==> src/verilog/ssrs_pkg.sv <==
// package: constants of the staged reset release sequencer
package ssrs_pkg;

  // ---------------------------------------------------------------
  // release counts, in ticks of the clock that times each stage
  // ---------------------------------------------------------------
  localparam int unsigned POR_STRETCH_TICKS = 64; // oscillator
  localparam int unsigned SYNC_LOGIC_TICKS = 3;   // oscillator
  localparam int unsigned CLKGEN_TICKS = 32;      // oscillator
  localparam int unsigned PERIPH_TICKS = 32;      // system clock
  localparam int unsigned CORE_TICKS = 32;        // system clock

  // ---------------------------------------------------------------
  // clock dividers, in cycles of the 250 MHz block clock
  // ---------------------------------------------------------------
  localparam int unsigned OSC_DIV_DEF = 32; // about 8 MHz oscillator
  localparam int unsigned SYS_DIV_DEF = 8;  // about 31 MHz system
  localparam int unsigned DIV_W = 8;
  localparam int unsigned DIV_MAX = 256;

  // ---------------------------------------------------------------
  // pin synchroniser depth and reset values
  // ---------------------------------------------------------------
  localparam int unsigned SYNC_DEPTH = 3;
  localparam logic [SYNC_DEPTH-1:0] SYNC_RST = 3'h0;
  localparam logic [DIV_W-1:0] DIV_RST = 8'h00;

endpackage : ssrs_pkg

==> src/verilog/ssrs_extender.sv <==
// file: one reset extender, releasing a set number of ticks late
`timescale 1ns/100ps
module ssrs_extender #(
  parameter int unsigned COUNT = 32
) (
  // clock and reset
  input wire logic clk,
  input wire logic rst,
  // upstream reset and time base
  input wire logic hold,
  input wire logic tick,
  // stretched reset
  output logic rst_out_q
);

  localparam int unsigned CW = $clog2(COUNT + 1);
  localparam logic [CW-1:0] LAST = CW'(COUNT - 1);
  localparam logic [CW-1:0] FULL = CW'(COUNT);

  logic [CW-1:0] cnt_q;

  // ---------------------------------------------------------------
  // parameter check
  // ---------------------------------------------------------------
  if (COUNT < 1) begin : g_bad_count
    $error("extender count must be at least one");
  end

  // ---------------------------------------------------------------
  // tick counter, cleared whenever upstream reset reasserts
  // ---------------------------------------------------------------
  always_ff @(posedge clk or posedge rst) begin
    if (rst) begin
      cnt_q <= '0;
    end else if (hold) begin
      cnt_q <= '0;
    end else if (tick && cnt_q != FULL) begin
      cnt_q <= cnt_q + CW'(1);
    end
  end

  // release only on a tick, so it lands on the chosen clock edge
  always_ff @(posedge clk or posedge rst) begin
    if (rst) begin
      rst_out_q <= 1'b1;
    end else if (hold) begin
      rst_out_q <= 1'b1;
    end else if (tick && cnt_q == LAST) begin
      rst_out_q <= 1'b0;
    end
  end

  // ---------------------------------------------------------------
  // checks
  // ---------------------------------------------------------------
  ext_hold_a: assert property (@(posedge clk) disable iff (rst)
    hold |=> rst_out_q)
    else $error("extender released while upstream held");

  ext_count_a: assert property (@(posedge clk) disable iff (rst)
    $fell(rst_out_q) |-> $past(tick) && $past(cnt_q) == LAST)
    else $error("extender released at wrong count");

endmodule : ssrs_extender

==> src/verilog/ssrs_sequencer.sv <==
// file: staged reset release sequencer, top level
//
// Behaviour
// - Pin and power-on resets are asynchronous; software and watchdog synchronous.
// - Stretched power-on reset releases 64 oscillator cycles after power-on.
// - Combined reset ORs all sources and holds everything but the stretcher and test logic reset.
// - Control, sync reset generator, clock-gen stretcher run after combined.
// - Software and watchdog logic stay reset three oscillator cycles longer.
// - Clock generation reset releases 32 oscillator cycles after combined.
// - Clock generation and peripheral stretcher run once clock-gen released.
// - Peripheral reset releases 32 system cycles after clock-gen reset.
// - Processor reset releases 32 system cycles after peripheral reset.
// - Code runs only once processor reset releases; sequence ends there.
// - Power-on and combined stretches count oscillator cycles.
// - Clock generation reset releases on an oscillator falling edge.
// - Peripheral and processor resets release on system falling edge.
// - Test logic reset comes from power-on reset alone.
// - A software reset request asserts a software reset; one made while sync logic reset still holds is dropped.
// - This block raises no interrupt requests.
`timescale 1ns/100ps
module ssrs_sequencer #(
  parameter int unsigned OSC_DIV = ssrs_pkg::OSC_DIV_DEF,
  parameter int unsigned SYS_DIV = ssrs_pkg::SYS_DIV_DEF
) (
  // clock and reset
  input wire logic clk,
  input wire logic rst,
  // asynchronous reset pins, active low
  input wire logic por_n,
  input wire logic ext_reset_n,
  // synchronous reset sources, same clock
  input wire logic sw_reset_req,
  input wire logic watchdog_timeout_reset,
  input wire logic watchdog_clock_loss_reset,
  // time bases
  output logic oscillator_tick,
  output logic system_tick,
  // staged resets
  output logic stretched_power_on_reset,
  output logic combined_reset,
  output logic sync_logic_reset,
  output logic control_enable,
  output logic clock_gen_reset,
  output logic clock_gen_run,
  output logic peripheral_reset_out,
  output logic processor_reset,
  output logic code_run,
  output logic jtag_reset
);
  import ssrs_pkg::*;

  localparam logic [DIV_W-1:0] OSC_LAST = DIV_W'(OSC_DIV - 1);
  localparam logic [DIV_W-1:0] OSC_HALF = DIV_W'(OSC_DIV / 2 - 1);
  localparam logic [DIV_W-1:0] SYS_LAST = DIV_W'(SYS_DIV - 1);
  localparam logic [DIV_W-1:0] SYS_HALF = DIV_W'(SYS_DIV / 2 - 1);

  // ---------------------------------------------------------------
  // parameter checks
  // ---------------------------------------------------------------
  if (OSC_DIV < 2 || OSC_DIV > DIV_MAX || OSC_DIV % 2 != 0)
  begin : g_bad_osc
    $error("oscillator divider must be even, 2 to 256");
  end
  if (SYS_DIV < 2 || SYS_DIV > DIV_MAX || SYS_DIV % 2 != 0)
  begin : g_bad_sys
    $error("system divider must be even, 2 to 256");
  end

  // ---------------------------------------------------------------
  // declarations
  // ---------------------------------------------------------------
  logic [SYNC_DEPTH-1:0] por_sync_q;
  logic [SYNC_DEPTH-1:0] ext_sync_q;
  logic por_act_q;
  logic ext_act_q;
  logic sw_rst_q;
  logic wd_rst_q;
  logic combined_q;
  logic control_en_q;
  logic jtag_rst_q;
  logic code_run_q;
  logic [DIV_W-1:0] osc_cnt_q;
  logic [DIV_W-1:0] sys_cnt_q;
  logic osc_fall_q;
  logic sys_fall_q;
  logic stretched_q;
  logic sync_rst_q;
  logic clock_gen_reset_q;
  logic periph_rst_q;
  logic core_rst_q;
  logic combined_d;

  // ---------------------------------------------------------------
  // pin synchronisers
  // ---------------------------------------------------------------
  // three flops; the first feeds only the second
  always_ff @(posedge clk or posedge rst) begin
    if (rst) begin
      por_sync_q <= SYNC_RST;
      ext_sync_q <= SYNC_RST;
    end else begin
      por_sync_q <= {por_sync_q[1:0], por_n};
      ext_sync_q <= {ext_sync_q[1:0], ext_reset_n};
    end
  end

  // a change counts once stages two and three agree
  always_ff @(posedge clk or posedge rst) begin
    if (rst) begin
      por_act_q <= 1'b1;
    end else if (por_sync_q[1] == por_sync_q[2]) begin
      por_act_q <= ~por_sync_q[2];
    end
  end

  // external pin filtered the same way, held active from reset
  always_ff @(posedge clk or posedge rst) begin
    if (rst) begin
      ext_act_q <= 1'b1;
    end else if (ext_sync_q[1] == ext_sync_q[2]) begin
      ext_act_q <= ~ext_sync_q[2];
    end
  end

  // ---------------------------------------------------------------
  // oscillator time base
  // ---------------------------------------------------------------
  // free running; the oscillator never stops while powered
  always_ff @(posedge clk or posedge rst) begin
    if (rst) begin
      osc_cnt_q <= DIV_RST;
    end else if (osc_cnt_q == OSC_LAST) begin
      osc_cnt_q <= DIV_RST;
    end else begin
      osc_cnt_q <= osc_cnt_q + DIV_W'(1);
    end
  end

  // falling edge marks the mid point of each oscillator period
  always_ff @(posedge clk or posedge rst) begin
    if (rst) begin
      osc_fall_q <= 1'b0;
    end else begin
      osc_fall_q <= (osc_cnt_q == OSC_HALF);
    end
  end

  // ---------------------------------------------------------------
  // system clock time base
  // ---------------------------------------------------------------
  // the system clock stands still while clock generation is reset
  always_ff @(posedge clk or posedge rst) begin
    if (rst) begin
      sys_cnt_q <= DIV_RST;
    end else if (clock_gen_reset_q) begin
      sys_cnt_q <= DIV_RST;
    end else if (sys_cnt_q == SYS_LAST) begin
      sys_cnt_q <= DIV_RST;
    end else begin
      sys_cnt_q <= sys_cnt_q + DIV_W'(1);
    end
  end

  // delayed system clock falling edge pulse
  always_ff @(posedge clk or posedge rst) begin
    if (rst) begin
      sys_fall_q <= 1'b0;
    end else begin
      sys_fall_q <= ~clock_gen_reset_q && (sys_cnt_q == SYS_HALF);
    end
  end

  // ---------------------------------------------------------------
  // power-on stretcher, outside combined reset like the test logic reset
  // ---------------------------------------------------------------
  ssrs_extender #(
    .COUNT(POR_STRETCH_TICKS)
  ) u_por_stretch (
    .clk(clk),
    .rst(rst),
    .hold(por_act_q),
    .tick(osc_fall_q),
    .rst_out_q(stretched_q)
  );

  // ---------------------------------------------------------------
  // synchronous reset sources
  // ---------------------------------------------------------------
  // requests are ignored while their own logic is held in reset
  always_ff @(posedge clk or posedge rst) begin
    if (rst) begin
      sw_rst_q <= 1'b0;
    end else if (sw_reset_req && !sync_rst_q) begin
      sw_rst_q <= 1'b1;
    end else if (sync_rst_q) begin
      sw_rst_q <= 1'b0;
    end
  end

  // both watchdog causes share one reset flag
  always_ff @(posedge clk or posedge rst) begin
    if (rst) begin
      wd_rst_q <= 1'b0;
    end else if ((watchdog_timeout_reset || watchdog_clock_loss_reset)
                 && !sync_rst_q) begin
      wd_rst_q <= 1'b1;
    end else if (sync_rst_q) begin
      wd_rst_q <= 1'b0;
    end
  end

  // ---------------------------------------------------------------
  // combined reset
  // ---------------------------------------------------------------
  always_comb begin
    combined_d = stretched_q | ext_act_q | sw_rst_q | wd_rst_q;
  end

  // registered so every stage sees one glitch free level
  always_ff @(posedge clk or posedge rst) begin
    if (rst) begin
      combined_q <= 1'b1;
    end else begin
      combined_q <= combined_d;
    end
  end

  // control logic enabled only after combined release
  always_ff @(posedge clk or posedge rst) begin
    if (rst) begin
      control_en_q <= 1'b0;
    end else begin
      control_en_q <= ~combined_q;
    end
  end

  // ---------------------------------------------------------------
  // oscillator timed stages
  // ---------------------------------------------------------------
  // software and watchdog logic reset, a short minimum pulse
  ssrs_extender #(
    .COUNT(SYNC_LOGIC_TICKS)
  ) u_sync_rst (
    .clk(clk),
    .rst(rst),
    .hold(combined_q),
    .tick(osc_fall_q),
    .rst_out_q(sync_rst_q)
  );

  // clock generation reset, released on oscillator falling edge
  ssrs_extender #(
    .COUNT(CLKGEN_TICKS)
  ) u_clock_gen_reset (
    .clk(clk),
    .rst(rst),
    .hold(combined_q),
    .tick(osc_fall_q),
    .rst_out_q(clock_gen_reset_q)
  );

  // ---------------------------------------------------------------
  // system clock timed stages
  // ---------------------------------------------------------------
  // peripherals stay clocked but reset for synchronous resolution
  ssrs_extender #(
    .COUNT(PERIPH_TICKS)
  ) u_periph_rst (
    .clk(clk),
    .rst(rst),
    .hold(clock_gen_reset_q),
    .tick(sys_fall_q),
    .rst_out_q(periph_rst_q)
  );

  // processor waits for peripheral set-up such as flash
  ssrs_extender #(
    .COUNT(CORE_TICKS)
  ) u_core_rst (
    .clk(clk),
    .rst(rst),
    .hold(periph_rst_q),
    .tick(sys_fall_q),
    .rst_out_q(core_rst_q)
  );

  // ---------------------------------------------------------------
  // code start and test logic reset
  // ---------------------------------------------------------------
  always_ff @(posedge clk or posedge rst) begin
    if (rst) begin
      code_run_q <= 1'b0;
    end else begin
      code_run_q <= ~core_rst_q;
    end
  end

  // test logic ignores pin, software and watchdog resets
  always_ff @(posedge clk or posedge rst) begin
    if (rst) begin
      jtag_rst_q <= 1'b1;
    end else begin
      jtag_rst_q <= por_act_q;
    end
  end

  // ---------------------------------------------------------------
  // outputs; no interrupt output exists at all
  // ---------------------------------------------------------------
  assign oscillator_tick = osc_fall_q;
  assign system_tick = sys_fall_q;
  assign stretched_power_on_reset = stretched_q;
  assign combined_reset = combined_q;
  assign sync_logic_reset = sync_rst_q;
  assign control_enable = control_en_q;
  assign clock_gen_reset = clock_gen_reset_q;
  assign clock_gen_run = ~clock_gen_reset_q;
  assign peripheral_reset_out = periph_rst_q;
  assign processor_reset = core_rst_q;
  assign code_run = code_run_q;
  assign jtag_reset = jtag_rst_q;

  // ---------------------------------------------------------------
  // helper for the system stage count check
  // ---------------------------------------------------------------
  logic [5:0] sys_ticks_q;
  always_ff @(posedge clk or posedge rst) begin
    if (rst) begin
      sys_ticks_q <= 6'h00;
    end else if (clock_gen_reset_q) begin
      sys_ticks_q <= 6'h00;
    end else if (sys_fall_q && sys_ticks_q != 6'h3F) begin
      sys_ticks_q <= sys_ticks_q + 6'h01;
    end
  end

  // ---------------------------------------------------------------
  // checks
  // ---------------------------------------------------------------
  por_stretch_a: assert property (@(posedge clk) disable iff (rst)
    por_act_q |=> stretched_q)
    else $error("stretched power-on reset not held");

  combined_or_a: assert property (@(posedge clk) disable iff (rst)
    (stretched_q || ext_act_q || sw_rst_q || wd_rst_q) |=> combined_q)
    else $error("combined reset missed a source");

  ctrl_enable_a: assert property (@(posedge clk) disable iff (rst)
    control_en_q |-> $past(!combined_q))
    else $error("control enabled during combined reset");

  sync_release_a: assert property (@(posedge clk) disable iff (rst)
    $fell(sync_rst_q) |-> $past(osc_fall_q) && !combined_q)
    else $error("sync logic reset released off edge");

  clkgen_order_a: assert property (@(posedge clk) disable iff (rst)
    !clock_gen_reset_q |-> !$past(combined_q) && !$past(stretched_q, 2))
    else $error("clock generation released too early");

  clkgen_edge_a: assert property (@(posedge clk) disable iff (rst)
    $fell(clock_gen_reset_q) |-> $past(osc_fall_q))
    else $error("clock generation release off falling edge");

  sys_stopped_a: assert property (@(posedge clk) disable iff (rst)
    clock_gen_reset_q |=> !sys_fall_q)
    else $error("system clock ran under clock generation reset");

  periph_count_a: assert property (@(posedge clk) disable iff (rst)
    $fell(periph_rst_q) |-> $past(sys_ticks_q) == 6'd31
      && $past(sys_fall_q))
    else $error("peripheral reset released at wrong count");

  core_order_a: assert property (@(posedge clk) disable iff (rst)
    !core_rst_q |-> !$past(periph_rst_q) && $past(sys_ticks_q) >= 6'd33)
    else $error("processor reset released too early");

  core_edge_a: assert property (@(posedge clk) disable iff (rst)
    $fell(core_rst_q) |-> $past(sys_fall_q))
    else $error("processor release off falling edge");

  jtag_por_a: assert property (@(posedge clk) disable iff (rst)
    $rose(jtag_rst_q) |-> $past(por_act_q, 1))
    else $error("test logic reset from a non power-on source");

  restart_a: assert property (@(posedge clk) disable iff (rst)
    combined_q |=> clock_gen_reset_q ##1 periph_rst_q ##1 core_rst_q)
    else $error("sequence not restarted on reassertion");

endmodule : ssrs_sequencer

==> config.mk <==
export PLATFORM = sky130hd
export DESIGN_NAME = ssrs_sequencer
export DESIGN_NICKNAME = d
export VERILOG_FILES = /design/src/verilog/ssrs_pkg.sv /design/src/verilog/ssrs_extender.sv /design/src/verilog/ssrs_sequencer.sv
export SDC_FILE = /design/constraint.sdc
export NUM_CORES = 1
export LEC_CHECK = 0
export BUFFER_PORTS_ARGS = -buffer_cell sky130_fd_sc_hd__clkbuf_2
export CORE_UTILIZATION = 60
export CTS_BUF_LIST = sky130_fd_sc_hd__clkbuf_4 sky130_fd_sc_hd__clkbuf_8
export CTS_CLUSTER_DIAMETER = 50
export DETAILED_ROUTE_END_ITERATION = 8
export GPL_TIMING_DRIVEN = 0
export PLACE_DENSITY = 0.79
export SLEW_MARGIN = 25
export SYNTH_ARGS = -nofsm -noshare
export SYNTH_HDL_FRONTEND = slang
export SYNTH_SLANG_ARGS = --single-unit
==> constraint.sdc <==
create_clock -name clk -period 4.5 [get_ports clk]
set_input_delay 0.225 -clock clk [delete_from_list [all_inputs] [get_ports clk]]
set_output_delay 0.225 -clock clk [all_outputs]
set_load 0.02 [all_outputs]
==> impl_metrics.csv <==
group,metric,value,unit
placement,place_hpwl,3.25,mm
final_layout,num_antenna_cells,0,
die,start_util,0.643,
global_routing,grt_start_max_net_pins,52,
timing,fmax,0.641,GHz
yosys,yosys.area.top_type,"dfrtp_1",
yosys,ys.flop_type,"dfrtp_1",
route,wl_met3,148,µm
route,wl_met1,2.38,mm
yosys,synth_edf_count,0,
yosys,synth_top_family_by_area,"simple AND/OR/NAND/NOR gates",
timing,fin_crit,1.56,ns
yosys,synth-compound-area-share,0.0813,
setup_path,cp-end-kind,"register",
clock_network,post-cts-setup-buffers,0,
placement,io_buffers,18,
clock_network,clkTransAtPathRegs,0.07,ns
die,rows,24,
route,antenna_left,0,
yosys,async_reset_ff_frac,1.00,
setup_path,arrival,1.77,ns
setup_path,worstRegToRegCells,5,
route,route.detailed.drc,5,
clock_network,cts_num_sinks,64,
setup_path,worstSetupStartpointType,"register",
route,drt_iter0_drc,123,
route,firstDrtPassIters,7,
clock_network,cts_tree,"done",
power_and_ir_drop,power_leakage,1.50,nW
final_layout,drive_gt1_frac,0.176,
route,vias,1970,
run_status,status,"complete, but fails checks",
clock_network,clk_latency,0.32,ns
timing,maxSlewHeadroom,0.672,
global_routing,grt_util_all_layers,0.223,
yosys,synth_area,2880,µm²
die,die-area,5080,µm²
route,wl_met2,2.35,mm
timing,setup_viol,0,
yosys,synth_xor_xnor_area_share,0.0487,
power_and_ir_drop,power_density,340,nW/µm²
global_routing,grt_pass1_wl,8.60,mm
route,wire_per_inst,13.8,µm
yosys,seq_area_frac_synth,0.560,
timing,tightest_slew,0.492,ns
min_path,hold_path_class,"input port to register",
final_layout,fillerInstances,317,
setup_path,path_max_fanout,4,
timing,final.period_utilization,0.347,
yosys,netlist_instances,269,
clock_network,post_cts_resized,0,
timing,fin_hold_ws,0.0136,ns
yosys,ys_ff_latch,64,
global_routing,overflow,0,
timing,hold_viol_final,0,
route,drt-total-wl,4.93,mm
yosys,synth_common_cells,"dfrtp_1, nor2_1, nand2_1",
final_layout,fin_util,0.735,
setup_path,startpoint,"u_por_stretch.cnt_q[0]",
setup_path,r2r-end,"u_por_stretch.cnt_q[0]",
timing,fin_skew,0.00568,ns
setup_path,r2r_slack,2.94,ns
global_routing,grt_pass1_vias,1962,
setup_path,crit_required,4.71,ns
run,maxCapViolCount,0,
setup_path,crit_type,"register to register",
yosys,netlist.area_leader.share,0.478,
yosys,mappedNetlistNets,288,
final_layout,nNetsFinal,320,
placement,routabilityCongestion,0.789,
route,via_per_inst,5.50,
timing,final.setup.tns,0,ns
die,fp.dieH,71.3,µm
clock_network,cts_buffers,9,
yosys,ys_types,41,
die,core-area,4470,µm²
yosys,yosys.area_share.simple,0.185,
clock_network,cts_root_buf,"clkbuf_8",
route,dr.max_layer_used,"met4",
yosys,synthTopCellsByArea,"dfrtp_1, dfstp_2, ha_1",
yosys,avgSynthCellArea,10.7,µm²
die,io_pins,19,
timing,slew_violations,0,
yosys,synth.area.mux_share,0.0357,
power_and_ir_drop,vdd_ir_drop_max,0.220,mV
final_layout,area_growth,14.3,%
timing,rsz0062_at_grt,"no",
clock_network,clock_path_buffers,2,
setup_path,timing.rr.start,"u_por_stretch.cnt_q[0]",
die,die_x,71.3,µm
yosys,ys_warn_count,0,
run_status,violations,"DRC",
yosys,yosysMostFrequentCell,"dfrtp_1",
global_routing,antenna_found_initial,0,
clock_network,ctsHtreeMaxLevel,3,
yosys,synthAdderAreaFrac,0.0522,
setup_path,cp-endpoint,"u_por_stretch.cnt_q[0]",
cell usage in the layout (no fill, tap or decap), drive strengths merged, types with 3 or more instances in the layout:
cell,count
xnor2,3
a21oi,14
a21o,3
inv,20
nor3,5
nand3,8
or3,10
nor3b,3
o21ai,14
nor2,30
mux2,4
nand4,9
xor2,13
nand2,27
ha,12
clkbuf,34
buf,3
dfrtp,55
dfstp,9
mux2i,5
critical path: stages (launching register included):
cell	delay, ns
dfrtp_1	0.41
inv_1	0.09
ha_1	0.21
and2_1	0.17
a21boi_1	0.25
mux2_4	0.33
power breakdown:
part           leakage, nW  switching [mW]  internal, mW
Sequential           0.838         0.00403         0.585
Combinational        0.556          0.0208        0.0115
Clock                0.110           0.199         0.297
flip-flops by register name, summed over array words and instances, names as in the netlist, 2 cells and up:
name	flops
u_periph_rst.cnt_q	6
u_sync_rst.cnt_q	2
ext_sync_q	3
osc_cnt_q	8
u_por_stretch.cnt_q	7
u_core_rst.cnt_q	6
por_sync_q	3
sys_cnt_q	8
u_clock_gen_reset.cnt_q	6
area by class of cell:
cell class / count / area, µm² / share of cell area
sequential: 64 / 1610 / 0.490
clock buffer: 13 / 166 / 0.0506
timing repair buffer: 21 / 138 / 0.0418
tap: 52 / 65.1 / 0.0198
buffer: 5 / 30.0 / 0.00913
clock inverter: 3 / 40.0 / 0.0122
inverter: 20 / 77.6 / 0.0236
multi-input combinational: 180 / 1160 / 0.353
what timing repair did:
action,CTS,global route
setup endpoints to repair,0,0
hold buffers,2,0
hold endpoints to repair,12,0
kinds of logic (layout without fill, tap and decap cells):
group | Yosys count | count (layout)
buffers and inverters | 25 | 62
adder cells (fa/ha/maj) | 12 | 12
AO/OA/AOI/OAI | 39 | 39
multiplexers | 9 | 9
XOR/XNOR | 16 | 16
flip-flops | 64 | 64
AND/OR/NAND/NOR | 104 | 104
worst min path at each step:
stage,startpoint,depth (start not counted),slack [ns],to
finish,ext_reset_n,1,0.01,ext_sync_q[0]
global route,ext_reset_n,1,0.006,ext_sync_q[0]
CTS,ext_reset_n,1,0.0004,ext_sync_q[0]
detailed placement,rst,2,0.15,code_run
global placement,por_sync_q[0],0,0.33,por_sync_q[1]
floorplan,ext_reset_n,0,0.26,ext_sync_q[0]
layer usage:
| metal | vias to the layer above | global-route usage |
|---|---|---|
| li1 | 981 | - |
| met5 | - | 0 |
| met4 | 0 | 0.118 |
| met3 | 4 | 0.0436 |
| met2 | 28 | 0.348 |
| met1 | 957 | 0.300 |
metrics by stage:
step | setup WS (ns) | instances | total power, mW | cell area (µm²)
finish | 2.94 | 358 | 1.12 | 3290
global route | 2.85 | 358 | 1.16 | 3290
detailed placement | 2.97 | 340 | 0.631 | 3060
floorplan | 2.69 | 269 | 0.617 | 2880
global placement | 1.99 | 339 | 0.625 | 3030
CTS | 2.93 | 358 | 1.13 | 3290
No activity file was read; power rests on OpenSTA's default activity.
